### config.mk
export PLATFORM = sky130hd
export DESIGN_NAME = pmc_mode_ctrl
export DESIGN_NICKNAME = d
export VERILOG_FILES = /design/src/core/pmc_pkg.sv /design/src/core/pmc_mode_ctrl.sv
export SDC_FILE = /design/constraint.sdc
export NUM_CORES = 1
export LEC_CHECK = 0
export ABC_CLOCK_PERIOD_IN_PS = 3350
export BUFFER_PORTS_ARGS = -buffer_cell sky130_fd_sc_hd__clkbuf_2
export CORE_MARGIN = 5
export CORE_UTILIZATION = 45
export CTS_BUF_LIST = sky130_fd_sc_hd__clkbuf_16
export CTS_CLUSTER_SIZE = 10
export DETAILED_ROUTE_END_ITERATION = 7
export GPL_TIMING_DRIVEN = 0
export PLACE_DENSITY_LB_ADDON = 0.08
export SLEW_MARGIN = 20
export SYNTH_ARGS = -nofsm -noshare
export SYNTH_HDL_FRONTEND = slang
export SYNTH_SLANG_ARGS = --single-unit
### constraint.sdc
create_clock -name CLK -period 3.35 [get_ports CLK]
set_clock_uncertainty 0.1 [all_clocks]
set_input_delay 0 -clock CLK [delete_from_list [all_inputs] [get_ports CLK]]
set_output_delay 0 -clock CLK [all_outputs]
set_load 0.01 [all_outputs]
### src/core/pmc_pkg.sv
// Constants, types and register map of the operating-mode controller.
// Assumes a 200 MHz system clock and an AXI4-Lite master for software.
// Function
// - Exactly one of four modes is held: stop, start-up, run or hold.
// - Stop runs no program and preserves counters, timers, flags and images.
// - Stop asserts output inhibit, run indicator off, stop indicator on; the code blinks the run indicator until a start-up blink ends.
// - Stop toward run invokes start-up routine without any time supervision.
// - Start-up keeps output inhibit asserted and stop indicator off.
// - Run indicator blinks from start-up begin for at least 3 s.
// - Finished start-up routine moves the controller into run.
// - Run executes main routine cyclically, timers active, image refreshed per cycle.
// - Run releases output inhibit, run indicator on, stop indicator off.
// - Up to 3 breakpoints; an active one reached in run enters hold.
// - Hold blinks run indicator, lights stop indicator, halts all execution.
// - Hold freezes program timers while the real-time clock keeps running.
// - Hold asserts output inhibit and keeps communication connections.
// - Single step is refused when more than 2 breakpoints are defined.
// - 100 ms watchdog and cycle-time limit of at least 1 ms force stop.
// - Run to stop sets inhibit, disabling central digital and analogue outputs.
// - Disabled analogue outputs give 0 V, 0 mA, 4 mA or substitute values.
// - Remote outputs disable like central ones; remote inputs keep being read.
// - Start clears input image, runs start-up, releases inhibit, first cycle clears outputs.
// - On start the remote station reads its inputs once.
// - Each run cycle reads inputs, runs main routine, then writes outputs.
// - Overall reset erases user memory, requested by switch or programming tool.
package pmc_pkg;

	localparam int unsigned CLK_HZ           = 200_000_000;
	localparam int unsigned WDG_MS           = 100;
	localparam int unsigned BLINK_MIN_MS     = 3000;
	localparam int unsigned BLINK_HALF_MS    = 250;
	localparam int unsigned MR_HOLD_MS       = 3000;
	localparam int unsigned WDG_CYC_DEF      = CLK_HZ / 1000 * WDG_MS;
	localparam int unsigned BLINK_MIN_DEF    = CLK_HZ / 1000 * BLINK_MIN_MS;
	localparam int unsigned BLINK_HALF_DEF   = CLK_HZ / 1000 * BLINK_HALF_MS;
	localparam int unsigned MR_HOLD_DEF      = CLK_HZ / 1000 * MR_HOLD_MS;
	localparam int unsigned US_CYC           = CLK_HZ / 1_000_000;
	localparam logic [15:0] CYC_LIMIT_MIN    = 16'h03E8;

	localparam logic [7:0]  ADDR_CTRL        = 8'h00;
	localparam logic [7:0]  ADDR_STATUS      = 8'h04;
	localparam logic [7:0]  ADDR_BRK         = 8'h08;
	localparam logic [7:0]  ADDR_CYC_LIMIT   = 8'h0C;
	localparam logic [7:0]  ADDR_AO_CFG      = 8'h10;
	localparam logic [7:0]  ADDR_AO_SUBST    = 8'h14;

	localparam int unsigned CTRL_RUN         = 0;
	localparam int unsigned CTRL_RESUME      = 1;
	localparam int unsigned CTRL_STEP        = 2;
	localparam int unsigned CTRL_ERASE       = 3;
	localparam int unsigned CTRL_CLR         = 4;
	localparam int unsigned ST_MODE          = 0;
	localparam int unsigned ST_PHASE         = 2;
	localparam int unsigned ST_WDG           = 5;
	localparam int unsigned ST_CYC           = 6;
	localparam int unsigned ST_STEP_REF      = 7;
	localparam int unsigned ST_BLINK         = 8;
	localparam int unsigned BRK_N            = 3;
	localparam int unsigned BRK_ACT          = 3;
	localparam int unsigned STEP_MAX_BRK     = 2;
	localparam int unsigned AO_SUBST_EN      = 8;

	localparam logic [1:0]  AO_TYPE_I420     = 2'h2;
	localparam logic [15:0] AO_ZERO          = 16'h0000;
	localparam logic [15:0] AO_LIVE_ZERO_DEF = 16'h1999;
	localparam logic [1:0]  RESP_OKAY        = 2'h0;
	localparam logic [1:0]  RESP_DECERR      = 2'h3;

	typedef enum logic [1:0] {
		PMC_STOP    = 2'h0,
		PMC_STARTUP = 2'h1,
		PMC_RUN     = 2'h3,
		PMC_HOLD    = 2'h2
	} pmc_mode_t;

	typedef enum logic [2:0] {
		PH_IDLE      = 3'h0,
		PH_CLR_IN    = 3'h1,
		PH_REMOTE    = 3'h3,
		PH_STARTUP   = 3'h2,
		PH_CLR_OUT   = 3'h6,
		PH_READ_IN   = 3'h7,
		PH_MAIN      = 3'h5,
		PH_WRITE_OUT = 3'h4
	} pmc_phase_t;

	typedef struct packed {
		logic       go;
		logic       step;
		pmc_phase_t op;
	} pmc_eng_req_t;

endpackage

### src/core/pmc_mode_ctrl.sv
// Operating-mode controller: mode sequencing, process-image cycle order,
// supervision, indicators, analogue safe values and AXI4-Lite registers.
// Assumes an external program engine that acknowledges each request with ENG_DONE
// and halts itself when it reports a breakpoint.
module pmc_mode_ctrl
	import pmc_pkg::*;
#(
	parameter int unsigned NCH          = 2,
	parameter int unsigned WDG_CYC      = WDG_CYC_DEF,
	parameter int unsigned BLINK_MIN    = BLINK_MIN_DEF,
	parameter int unsigned BLINK_HALF   = BLINK_HALF_DEF,
	parameter int unsigned MR_HOLD      = MR_HOLD_DEF,
	parameter logic [15:0] AO_LIVE_ZERO = AO_LIVE_ZERO_DEF
) (
	input  wire logic                   CLK,
	input  wire logic                   RESET_N,
	input  wire logic [7:0]             S_AXI_AWADDR,
	input  wire logic                   S_AXI_AWVALID,
	output logic                        S_AXI_AWREADY,
	input  wire logic [31:0]            S_AXI_WDATA,
	input  wire logic [3:0]             S_AXI_WSTRB,
	input  wire logic                   S_AXI_WVALID,
	output logic                        S_AXI_WREADY,
	output logic [1:0]                  S_AXI_BRESP,
	output logic                        S_AXI_BVALID,
	input  wire logic                   S_AXI_BREADY,
	input  wire logic [7:0]             S_AXI_ARADDR,
	input  wire logic                   S_AXI_ARVALID,
	output logic                        S_AXI_ARREADY,
	output logic [31:0]                 S_AXI_RDATA,
	output logic [1:0]                  S_AXI_RRESP,
	output logic                        S_AXI_RVALID,
	input  wire logic                   S_AXI_RREADY,
	input  wire logic                   SWITCH_RUN,
	input  wire logic                   SWITCH_MR,
	output pmc_eng_req_t                ENG_REQ,
	input  wire logic                   ENG_DONE,
	input  wire logic                   BRK_HIT,
	input  wire logic [1:0]             BRK_ID,
	input  wire logic                   WDG_KICK,
	output logic                        OUT_INHIBIT,
	output logic                        RUN_INDICATOR,
	output logic                        STOP_LED,
	output logic                        TIMER_EN,
	output logic                        MEM_ERASE,
	input  wire logic [NCH-1:0][15:0]   AO_IN,
	output logic [NCH-1:0][15:0]        AO_OUT
);

	if (NCH < 1 || NCH > 2) begin : g_chk
		$error("NCH must be 1 or 2");
	end
	if (WDG_CYC < 2 || BLINK_MIN < 2 || BLINK_HALF < 2 || MR_HOLD < 2) begin : g_chk_t
		$error("Timing counts must be at least 2");
	end

	function automatic logic [31:0] pmc_merge(input logic [31:0] old, input logic [31:0] nw,
		input logic [3:0] strb);
		logic [31:0] r;
		r = old;
		for (int b = 0; b < 4; b++) begin
			if (strb[b]) begin
				r[8*b +: 8] = nw[8*b +: 8];
			end
		end
		return r;
	endfunction

	// Register state
	logic                  run_req, next_run_req;
	logic [BRK_N-1:0]      brk_def, next_brk_def;
	logic [BRK_N-1:0]      brk_act, next_brk_act;
	logic [15:0]           cyc_limit, next_cyc_limit;
	logic [31:0]           ao_cfg, next_ao_cfg;
	logic [31:0]           ao_subst, next_ao_subst;
	logic                  bvalid, next_bvalid;
	logic [1:0]            bresp, next_bresp;
	logic                  rvalid, next_rvalid;
	logic [31:0]           rdata, next_rdata;
	logic [1:0]            rresp, next_rresp;
	logic                  wr_fire;
	logic [31:0]           wmask;
	logic [31:0]           brk_merge, lim_merge;
	logic                  resume_wr, step_wr, erase_wr, clr_wr;
	// Mode state
	pmc_mode_t             mode, next_mode;
	pmc_phase_t            phase, next_phase;
	logic                  issued, next_issued;
	logic                  stepping, next_stepping;
	logic                  wdg_fault, next_wdg_fault;
	logic                  cyc_fault, next_cyc_fault;
	logic                  step_refused, next_step_refused;
	pmc_eng_req_t          next_eng;
	logic                  go_ok, brk_take, wdg_exp, cyc_exp, step_ok;
	logic [3:0]            brk_en4;
	// Counters and indicators
	logic [31:0]           wdg_cnt, next_wdg_cnt;
	logic [7:0]            us_div, next_us_div;
	logic [15:0]           cyc_us, next_cyc_us;
	logic [31:0]           blink_cnt, next_blink_cnt;
	logic                  blink_act, next_blink_act;
	logic [31:0]           half_cnt, next_half_cnt;
	logic                  blink_ph, next_blink_ph;
	logic [31:0]           mr_cnt, next_mr_cnt;
	logic                  mr_armed, next_mr_armed;
	logic                  mr_prev;
	logic                  next_inhibit, next_run_indicator, next_stop_led, next_erase;
	logic [NCH-1:0][15:0]  next_ao;

	// AXI4-Lite slave: address and data are taken together in one cycle
	always_comb begin
		wr_fire        = S_AXI_AWVALID && S_AXI_WVALID && !bvalid;
		S_AXI_AWREADY  = wr_fire;
		S_AXI_WREADY   = wr_fire;
		S_AXI_ARREADY  = !rvalid;
		wmask          = pmc_merge(32'h0000_0000, S_AXI_WDATA, S_AXI_WSTRB);
		brk_merge      = pmc_merge({26'h0, brk_act, brk_def}, S_AXI_WDATA, S_AXI_WSTRB);
		lim_merge      = pmc_merge({16'h0, cyc_limit}, S_AXI_WDATA, S_AXI_WSTRB);
		next_run_req   = run_req;
		next_brk_def   = brk_def;
		next_brk_act   = brk_act;
		next_cyc_limit = cyc_limit;
		next_ao_cfg    = ao_cfg;
		next_ao_subst  = ao_subst;
		resume_wr      = 1'b0;
		step_wr        = 1'b0;
		erase_wr       = 1'b0;
		clr_wr         = 1'b0;
		next_bvalid    = bvalid && !S_AXI_BREADY;
		next_bresp     = bresp;
		if (wr_fire) begin
			next_bvalid = 1'b1;
			next_bresp  = RESP_OKAY;
			case (S_AXI_AWADDR)
				ADDR_CTRL: begin
					if (S_AXI_WSTRB[0]) begin
						next_run_req = S_AXI_WDATA[CTRL_RUN];
					end
					resume_wr = wmask[CTRL_RESUME];
					step_wr   = wmask[CTRL_STEP];
					erase_wr  = wmask[CTRL_ERASE];
					clr_wr    = wmask[CTRL_CLR];
				end
				ADDR_STATUS: begin
				end
				ADDR_BRK: begin
					{next_brk_act, next_brk_def} = brk_merge[5:0];
				end
				ADDR_CYC_LIMIT: begin
					next_cyc_limit = lim_merge[15:0];
					// A limit below the minimum would trip on every cycle
					if (next_cyc_limit < CYC_LIMIT_MIN) begin
						next_cyc_limit = CYC_LIMIT_MIN;
					end
				end
				ADDR_AO_CFG: begin
					next_ao_cfg = pmc_merge(ao_cfg, S_AXI_WDATA, S_AXI_WSTRB);
				end
				ADDR_AO_SUBST: begin
					next_ao_subst = pmc_merge(ao_subst, S_AXI_WDATA, S_AXI_WSTRB);
				end
				default: begin
					next_bresp = RESP_DECERR;
				end
			endcase
		end
		next_rvalid = rvalid && !S_AXI_RREADY;
		next_rdata  = rdata;
		next_rresp  = rresp;
		if (S_AXI_ARVALID && !rvalid) begin
			next_rvalid = 1'b1;
			next_rresp  = RESP_OKAY;
			next_rdata  = 32'h0000_0000;
			case (S_AXI_ARADDR)
				ADDR_CTRL: begin
					next_rdata[CTRL_RUN] = run_req;
				end
				ADDR_STATUS: begin
					next_rdata[ST_MODE +: 2]  = mode;
					next_rdata[ST_PHASE +: 3] = phase;
					next_rdata[ST_WDG]        = wdg_fault;
					next_rdata[ST_CYC]        = cyc_fault;
					next_rdata[ST_STEP_REF]   = step_refused;
					next_rdata[ST_BLINK]      = blink_act;
				end
				ADDR_BRK: begin
					next_rdata[5:0] = {brk_act, brk_def};
				end
				ADDR_CYC_LIMIT: begin
					next_rdata[15:0] = cyc_limit;
				end
				ADDR_AO_CFG: begin
					next_rdata = ao_cfg;
				end
				ADDR_AO_SUBST: begin
					next_rdata = ao_subst;
				end
				default: begin
					next_rresp = RESP_DECERR;
				end
			endcase
		end
	end

	always_ff @(posedge CLK or negedge RESET_N) begin
		if (!RESET_N) begin
			run_req   <= 1'b0;
			brk_def   <= '0;
			brk_act   <= '0;
			cyc_limit <= CYC_LIMIT_MIN;
			ao_cfg    <= 32'h0000_0000;
			ao_subst  <= 32'h0000_0000;
			bvalid    <= 1'b0;
			bresp     <= RESP_OKAY;
			rvalid    <= 1'b0;
			rdata     <= 32'h0000_0000;
			rresp     <= RESP_OKAY;
		end else begin
			run_req   <= next_run_req;
			brk_def   <= next_brk_def;
			brk_act   <= next_brk_act;
			cyc_limit <= next_cyc_limit;
			ao_cfg    <= next_ao_cfg;
			ao_subst  <= next_ao_subst;
			bvalid    <= next_bvalid;
			bresp     <= next_bresp;
			rvalid    <= next_rvalid;
			rdata     <= next_rdata;
			rresp     <= next_rresp;
		end
	end

	assign S_AXI_BVALID = bvalid;
	assign S_AXI_BRESP  = bresp;
	assign S_AXI_RVALID = rvalid;
	assign S_AXI_RDATA  = rdata;
	assign S_AXI_RRESP  = rresp;

	// Mode sequencer and process-image cycle
	always_comb begin
		go_ok    = SWITCH_RUN && run_req;
		// Supervision runs in run only; start-up and hold are never timed
		wdg_exp  = mode == PMC_RUN && !WDG_KICK && wdg_cnt == WDG_CYC - 1;
		cyc_exp  = mode == PMC_RUN && cyc_us >= cyc_limit;
		brk_en4  = {1'b0, brk_def & brk_act};
		brk_take = BRK_HIT && phase == PH_MAIN && brk_en4[BRK_ID];
		step_ok  = $countones(brk_def) <= STEP_MAX_BRK;
		next_mode     = mode;
		next_phase    = phase;
		next_issued   = issued;
		next_stepping = stepping;
		next_eng      = '{go: 1'b0, step: 1'b0, op: PH_IDLE};
		next_wdg_fault    = wdg_exp || (wdg_fault && !clr_wr);
		next_cyc_fault    = cyc_exp || (cyc_fault && !clr_wr);
		next_step_refused = (step_wr && mode == PMC_HOLD && !step_ok) || (step_refused && !clr_wr);
		case (mode)
			PMC_STOP: begin
				// Images and engine state are left untouched here
				if (go_ok && !wdg_fault && !cyc_fault) begin
					next_mode  = PMC_STARTUP;
					next_phase = PH_CLR_IN;
				end
			end
			PMC_STARTUP: begin
				if (!go_ok) begin
					next_mode = PMC_STOP;
				end else if (ENG_DONE && issued) begin
					next_issued = 1'b0;
					case (phase)
						PH_CLR_IN:  next_phase = PH_REMOTE;
						PH_REMOTE:  next_phase = PH_STARTUP;
						default: begin
							next_mode  = PMC_RUN;
							next_phase = PH_CLR_OUT;
						end
					endcase
				end
			end
			PMC_RUN: begin
				if (!go_ok || wdg_exp || cyc_exp) begin
					next_mode = PMC_STOP;
				end else if (brk_take) begin
					next_mode = PMC_HOLD;
				end else if (ENG_DONE && issued) begin
					next_issued = 1'b0;
					case (phase)
						PH_READ_IN:  next_phase = PH_MAIN;
						PH_MAIN:     next_phase = PH_WRITE_OUT;
						default:     next_phase = PH_READ_IN;
					endcase
				end
			end
			PMC_HOLD: begin
				if (!go_ok) begin
					next_mode = PMC_STOP;
				end else if (stepping) begin
					next_stepping = !ENG_DONE;
				end else if (resume_wr) begin
					next_mode = PMC_RUN;
				end else if (step_wr && step_ok) begin
					next_stepping = 1'b1;
					next_eng      = '{go: 1'b1, step: 1'b1, op: phase};
				end
			end
			default: begin
				next_mode = PMC_STOP;
			end
		endcase
		if (next_mode == PMC_STOP) begin
			next_phase    = PH_IDLE;
			next_issued   = 1'b0;
			next_stepping = 1'b0;
		end else if (mode == next_mode && mode != PMC_HOLD && !next_issued) begin
			next_issued = 1'b1;
			next_eng    = '{go: 1'b1, step: 1'b0, op: next_phase};
		end
	end

	always_ff @(posedge CLK or negedge RESET_N) begin
		if (!RESET_N) begin
			mode         <= PMC_STOP;
			phase        <= PH_IDLE;
			issued       <= 1'b0;
			stepping     <= 1'b0;
			wdg_fault    <= 1'b0;
			cyc_fault    <= 1'b0;
			step_refused <= 1'b0;
			ENG_REQ      <= '{go: 1'b0, step: 1'b0, op: PH_IDLE};
		end else begin
			mode         <= next_mode;
			phase        <= next_phase;
			issued       <= next_issued;
			stepping     <= next_stepping;
			wdg_fault    <= next_wdg_fault;
			cyc_fault    <= next_cyc_fault;
			step_refused <= next_step_refused;
			ENG_REQ      <= next_eng;
		end
	end

	// Supervision, blink, overall reset and output decode
	always_comb begin
		next_wdg_cnt = (mode != PMC_RUN || WDG_KICK) ? 32'h0 : wdg_cnt + 32'h1;
		next_us_div  = (us_div == 8'(US_CYC - 1)) ? 8'h00 : us_div + 8'h01;
		next_cyc_us  = cyc_us;
		// Hold freezes the cycle timer rather than clearing it
		if (mode == PMC_STOP || mode == PMC_STARTUP) begin
			next_cyc_us = 16'h0000;
		end else if (mode == PMC_RUN && phase == PH_WRITE_OUT && ENG_DONE && issued) begin
			next_cyc_us = 16'h0000;
		end else if (mode == PMC_RUN && us_div == 8'(US_CYC - 1) && cyc_us != 16'hFFFF) begin
			next_cyc_us = cyc_us + 16'h0001;
		end
		next_blink_act = blink_act && blink_cnt != BLINK_MIN - 1;
		next_blink_cnt = blink_act ? blink_cnt + 32'h1 : 32'h0;
		if (mode == PMC_STOP && next_mode == PMC_STARTUP) begin
			next_blink_act = 1'b1;
			next_blink_cnt = 32'h0;
		end
		next_half_cnt = (half_cnt == BLINK_HALF - 1) ? 32'h0 : half_cnt + 32'h1;
		next_blink_ph = (half_cnt == BLINK_HALF - 1) ? !blink_ph : blink_ph;
		// Memory reset: hold the switch, release, then tip it again
		next_mr_cnt   = (SWITCH_MR && mode == PMC_STOP && mr_cnt != MR_HOLD - 1) ?
			mr_cnt + 32'h1 : (SWITCH_MR ? mr_cnt : 32'h0);
		next_erase    = mode == PMC_STOP &&
			(erase_wr || (mr_armed && SWITCH_MR && !mr_prev));
		next_mr_armed = mode == PMC_STOP && !next_erase &&
			(mr_armed || (SWITCH_MR && mr_cnt == MR_HOLD - 1));
		// One inhibit serves central and remote outputs alike
		next_inhibit  = next_mode != PMC_RUN;
		next_stop_led = next_mode == PMC_STOP || next_mode == PMC_HOLD;
		if (next_mode == PMC_STARTUP || next_mode == PMC_HOLD || next_blink_act) begin
			next_run_indicator = next_blink_ph;
		end else begin
			next_run_indicator = next_mode == PMC_RUN;
		end
	end

	for (genvar i = 0; i < NCH; i++) begin : g_ao
		logic [15:0] safe;
		always_comb begin
			if (ao_cfg[AO_SUBST_EN + i]) begin
				safe = ao_subst[16*i +: 16];
			end else if (ao_cfg[2*i +: 2] == AO_TYPE_I420) begin
				safe = AO_LIVE_ZERO;
			end else begin
				safe = AO_ZERO;
			end
			next_ao[i] = next_inhibit ? safe : AO_IN[i];
		end

	end

	always_ff @(posedge CLK or negedge RESET_N) begin
		if (!RESET_N) begin
			wdg_cnt     <= 32'h0;
			us_div      <= 8'h00;
			cyc_us      <= 16'h0000;
			blink_act   <= 1'b0;
			blink_cnt   <= 32'h0;
			half_cnt    <= 32'h0;
			blink_ph    <= 1'b0;
			mr_cnt      <= 32'h0;
			mr_armed    <= 1'b0;
			mr_prev     <= 1'b0;
			MEM_ERASE   <= 1'b0;
			OUT_INHIBIT <= 1'b1;
			STOP_LED    <= 1'b1;
			RUN_INDICATOR     <= 1'b0;
			TIMER_EN    <= 1'b0;
			AO_OUT      <= '0;
		end else begin
			wdg_cnt     <= next_wdg_cnt;
			us_div      <= next_us_div;
			cyc_us      <= next_cyc_us;
			blink_act   <= next_blink_act;
			blink_cnt   <= next_blink_cnt;
			half_cnt    <= next_half_cnt;
			blink_ph    <= next_blink_ph;
			mr_cnt      <= next_mr_cnt;
			mr_armed    <= next_mr_armed;
			mr_prev     <= SWITCH_MR;
			MEM_ERASE   <= next_erase;
			OUT_INHIBIT <= next_inhibit;
			STOP_LED    <= next_stop_led;
			RUN_INDICATOR     <= next_run_indicator;
			TIMER_EN    <= next_mode == PMC_RUN;
			AO_OUT      <= next_ao;
		end
	end
endmodule

==> metrics, run 1 <==
DRC viols 0; Final WS setup -0.01445 ns; post-route cell area 19740 um^2; maximum clock rate 0.2972 GHz; # IOs 181; Leak 9.063 nW; worst vdd ir 0.3463 mV; Max Cap Viol 0; Fillers 3001; first-pass GRT wire length 66740 um; port buffer count 178; number of register bits inferred by synthesis 331; total wire length 41260 um; Layout area overhead 25.19%; Hold Vio Cnt, Final 0; vias 12.38k; Final Cycle Share 100.4%; Max Root-Sink Buffers 3; most common cell after layout, fill and taps aside dfrtp_1; synthesized cell area 15770 um^2; Place WS -1.071 ns; chip width 197.2 um; Num CTS Buffers 39; RSZ-0062 raised after global routing true; Post-synth EDFFs 0; largest net degree at the start of global routing 90; fin crit period 3.364 ns; ys async rst share 100.0%; gr ovfl total 0; H-tree Lvls 2; clock transition at the registers of the reported paths 0.05 ns; Critical Path AT 3.71 ns; most frequent cells in the layout dfrtp_1, clkbuf_2, nand2_1; number of vias per cell 5.332; kind of critical path register to register; Cell Pwr Density 427.8 nW/um^2; Worst Max-Slew Pin Slew 1.147 ns; area share of the largest cell type after synthesis 51.26%; Initial Util 45.65%; Slew Limit Fails 0; CTS tree yes; die area 38880 um^2; CP max FO 10; row count 68; layout cells sized above 1 20.41%; Die Y 197.2 um; GR Util All Layers 20.95%; Seq/Total Area, Yosys 52.59%; Detailed Route Iter0 Violations 694; yosys warns 0; leading area contributor after synthesis dfrtp_1; status finished with violations; DRT antenna net count 0; first drt pass iteration count 7; DP Area 17360 um^2; largest cells by area after synthesis dfrtp_1, mux2_2, nand2_1; Core ar. 34540 um^2; Diodes inserted 0; clk_lat worst skew 0.54 ns; wire per inst 17.77 um; fin util 57.15%; CP Data Required Time 3.69 ns; CTS Root Cell clkbuf_16; Syn Nets 1638; final setup fails 13; hpwl dp 28670 um; mean post-synth cell area 10.41 um^2; Final #Nets 1968; WHS 0.005781 ns; CTS Sinks 331; main flop type after synthesis dfrtp_1; initial antenna violation count 0; Syn Inst Count 1514; Slew HR 23.38%; CP Launch Type register; vias in the first global route 12.33k; violated checks setup timing; Netlist cell types 71; Hold WC Path Type input pin to register; RePlAce Congestion 0.8225; endpoint type of the worst setup path register
## per-layer routing
layer  share of wire, %  routed length [um]  track usage, %  vias up
li1                   -                   -               -     5976
met1                 46               18980           29.71     6038
met2                 46               19050           33.78      301
met3                5.5                2270           3.411       67
met4                2.3                 946           5.496        0
met5                  0                   0               0        -
## through the flow
stage	instances	power [W]	TNS [ns]
finish	2322	0.008445	-0.08263
global placement	2147	0.004704	-1735.59
floorplan	1514	0.004443	0
detailed placement	2151	0.004729	-52.67
CTS	2315	0.008557	0
global route	2322	0.008800	-5.880
## sequential cells by signal, indices dropped and copies added (netlist names), 32 cells and up
register	cells
AO_OUT	32
S_AXI_RDATA	32
ao_cfg	32
ao_subst	32
blink_cnt	32
half_cnt	32
mr_cnt	32
wdg_cnt	32
## worst paths after layout
kind                                startpoint  cells past startpoint      endpoint  slack (ns)
worst max-delay path                 cyc_us[1]                     13     AO_OUT[0]       -0.01
worst min-delay path            S_AXI_WSTRB[3]                      3  ao_subst[26]       0.006
worst max register to register       cyc_us[1]                     13     AO_OUT[0]       -0.01
worst min register to register    half_cnt[31]                      1  half_cnt[31]        0.38
max in group asynchronous              RESET_N                      5  cyc_limit[9]        1.71
min in group asynchronous              RESET_N                      4    AO_OUT[24]        0.53
## synthesized netlist by cell type (7+ instances only)
cell        n
nand3_1    67
nand4_1    36
nor3_1     27
or4_1       8
a21boi_0    7
o31ai_1    19
clkbuf_1   44
nor3b_1     7
ha_1       25
nor2b_1    10
xor2_1     64
nor4_1     13
nand2_1   165
and3_1     19
nor4b_1     8
dfrtp_1   323
inv_1      36
mux2_2     82
xnor2_1    66
and4_1     11
or3_1      18
a22o_1     10
and2_1     30
a21oi_1    50
nor2_1    160
mux2i_1    37
dfstp_2     8
o21ai_0    71
## logic make-up (layout without fill, tap and decap cells)
logic type                 Yosys count  count (layout)  share of synthesized area, %
buffers and inverters               92             445                         2.293
DFF                                331             331                         52.59
muxes                              119             119                         8.205
and+or+nand+nor                    607             607                         19.09
AOI/OAI and AO/OA                  208             208                         8.380
adders and majority gates           26              26                         2.111
xor gates and xnor gates           131             131                         7.324
## what timing repair did
action | in CTS | in global routing
hold buffers | 96 | 0
cloned | 0 | 3
endpoints found under the setup margin | 76 | 68
buffers inserted | 4 | 4
endpoints found under the hold margin | 401 | 0
pin swaps | 5 | 10
gates resized for setup | 39 | 27
## report_power, final
group / switching [W] / internal, W
Combinational: 0.000346 / 0.000272
Clock: 0.00159 / 0.00209
Sequential: 0.0000716 / 0.00408
## layout make-up
type | count | area [um^2] | share of cell area, %
sequential | 331 | 8293 | 42.01
buffer | 56 | 330.3 | 1.673
inverter | 36 | 135.1 | 0.6845
clock buffer | 39 | 975.9 | 4.944
timing repair buffer | 289 | 2071 | 10.49
clock inverter | 25 | 108.9 | 0.5514
tap | 455 | 569.3 | 2.884
multi-input combinational | 1091 | 7257 | 36.76
## worst max-delay path, stage by stage (launching register included)
cell and delay, ns:
dfrtp_1 0.41, ha_1 0.31, nor2b_1 0.13, o211a_1 0.22, o31ai_2 0.27, nand3_2 0.17, or4_4 0.58, nor2_4 0.11
o32a_1 0.27, ha_4 0.22, clkbuf_16 0.17, clkbuf_8 0.17, nand2_1 0.06, o21ai_0 0.07
Power figures use the tool's default switching activity.
==> run 2, diff against run 1 <==
- RECOVER_POWER: unset -> 25
==> metrics, run 2 (synthesis gave the netlist of run 1 again) <==
# IOs 181; vias in the first global route 12.33k; vias 12.37k; CTS tree yes; port buffer count 178; Flop pwr share 49.3%; worst vdd ir 0.3319 mV; clock transition at the registers of the reported paths 0.05 ns; Slew Limit Fails 246; Comb pwr share 7.2%; total wire length 41240 um; fin crit period 3.374 ns; CTS Root Cell clkbuf_16; most frequent cells in the layout dfrtp_1, nand2_1, nor2_1; Max Cap Viol 4; Final WS setup -0.02375 ns; Detailed Route Iter0 Violations 664; hpwl dp 28670 um; RePlAce Congestion 0.8225; Reg2Reg Setup Slack -0.02 ns; H-tree Lvls 2; Reg2Reg Depth 12; Clock power frac 43.6%; maximum clock rate 0.2964 GHz; switching pwr 0.001997 W; initial antenna violation count 0; Num CTS Buffers 39; Diodes inserted 0; first-pass GRT wire length 66740 um; uppermost routed layer met4; Setup TNS Final -0.2317 ns; DRC viols 0; fin cells 2322; reg-to-reg endpoint AO_OUT[17]; first drt pass iteration count 8; reg2reg start cyc_us[1]; CTS Sinks 331; number of vias per cell 5.327; met1 wire length 19100 um; hold path cells 3; layout cells sized above 1 18.48%; largest net degree at the start of global routing 90; CP Launch Type register; Critical Path AT 3.68 ns; RSZ-0062 raised after global routing true; endpoint type of the worst setup path register; Hold Vio Cnt, Final 0; Die Y 197.2 um; Slew HR -26.54%; DRT antenna net count 0; Net Sw Frac 23.70%; violated checks capacitance limit, slew limit, setup timing; status finished with violations; hold path start S_AXI_WSTRB[3]; die area 38880 um^2; CP Data Required Time 3.65 ns; kind of critical path register to register; Core ar. 34540 um^2; wire per inst 17.76 um; clk_lat worst skew 0.53 ns; internal power 0.006428 W; Hold WC Path Type input pin to register; Hold Crit Endpoint ao_subst[24]; row count 68; gr ovfl total 0; Buf/Inv on CP 2; Max stage delay cell, worst path or4_4; Max Root-Sink Buffers 3; Final Cycle Share 100.7%; met3 WL 2273 um; Leak 8.906 nW; CP peak stage delay 0.59 ns; CP Cell Sequence ha_1 > nor2b_1 > o211a_1 > o31ai_2 > nand3_2 > or4_4 > nor2_4 > o32a_1 > ha_4 > clkbuf_16 > buf_4 > o21ai_0; Final #Nets 1968; GR Util All Layers 20.95%; Cell Count Post-Placement 2151; Cell Pwr Density 429.8 nW/um^2; CP max FO 10; Layout area overhead 24.33%; most common cell after layout, fill and taps aside dfrtp_1; Initial Util 45.65%; final setup fails 19; WL met2 18920 um; Crit path max-delay family simple AND/OR/NAND/NOR gates; Worst Max-Slew Pin Slew 1.898 ns; chip width 197.2 um
[run 2: cell types whose count changed in the layout (fill, tap and decap cells not counted)]
cell / delta
buf_12: -1
buf_16: -3
clkbuf_2: -31
clkbuf_8: -1
clkbuf_1: +36
[run 2: worst reg2reg max path, delay by kind of cell, from the launching register on]
kind | cells | cell delay (ns)
and+or+nand+nor | 4 | 1.01
buffers and inverters | 2 | 0.33
DFF | 1 | 0.41
adders and majority gates | 2 | 0.53
AOI/OAI and AO/OA | 4 | 0.87
[run 2: worst max path at each step]
stage | end | slack (ns) | cells past startpoint | startpoint
floorplan | AO_OUT[11] | 0.02 | 14 | cyc_limit[9]
global placement | wdg_cnt[25] | -5.19 | 1 | RESET_N
detailed placement | RUN_INDICATOR | -1.07 | 14 | cyc_limit[9]
CTS | RUN_INDICATOR | 0.003 | 14 | cyc_limit[9]
global route | RUN_INDICATOR | -0.14 | 13 | cyc_us[1]
finish | AO_OUT[17] | -0.02 | 12 | cyc_us[1]
[run 2: metal layers]
| layer | up-vias | GRT usage [%] |
|---|---|---|
| met5 | - | 0 |
| met4 | 0 | 5.496 |
| met3 | 65 | 3.411 |
| met2 | 309 | 33.78 |
| met1 | 6016 | 29.71 |
| li1 | 5980 | - |
[run 2: timing repair]
action | in CTS | in global routing
resized for setup | 39 | 27
endpoints found under the hold margin | 401 | 0
pin swaps | 5 | 10
buffers inserted | 4 | 4
hold buffers | 96 | 0
gates cloned | 0 | 3
endpoints found under the setup margin | 76 | 68
[run 2: cell type report]
| cell class | instances | area [um^2] |
|---|---|---|
| plain buffers | 56 | 330.3 |
| well taps | 455 | 569.3 |
| multi-input cells | 1091 | 7257 |
| flip-flops and latches | 331 | 8293 |
| clock buffers | 39 | 975.9 |
| inverters | 36 | 135.1 |
| clock inverters | 25 | 108.9 |
| repair buffers | 289 | 1934 |
| fillers | 3033 | 14940 |
[run 2: per-stage QoR]
step	cell area, um^2	hold WS [ns]	util (%)	total power [W]	worst slack, ns
global route	19600	0.01312	56.75	0.008785	-0.1370
finish	19600	0.003222	56.75	0.008425	-0.02375
detailed placement	17360	-0.1620	50.24	0.004729	-1.071
global placement	17230	0.08379	49.88	0.004704	-5.192
floorplan	15770	-0.3956	-	0.004443	0.01841
CTS	19590	0.0009286	56.71	0.008557	0.003169
[run 2: power by group through the flow]
stage               Combinational (W)  Sequential [W]  Clock [W]
floorplan                    0.000234         0.00421          0
global placement             0.000486         0.00422          0
detailed placement           0.000511         0.00422          0
CTS                          0.000615         0.00415    0.00379
global route                 0.000681         0.00416    0.00394
finish                       0.000604         0.00415    0.00367
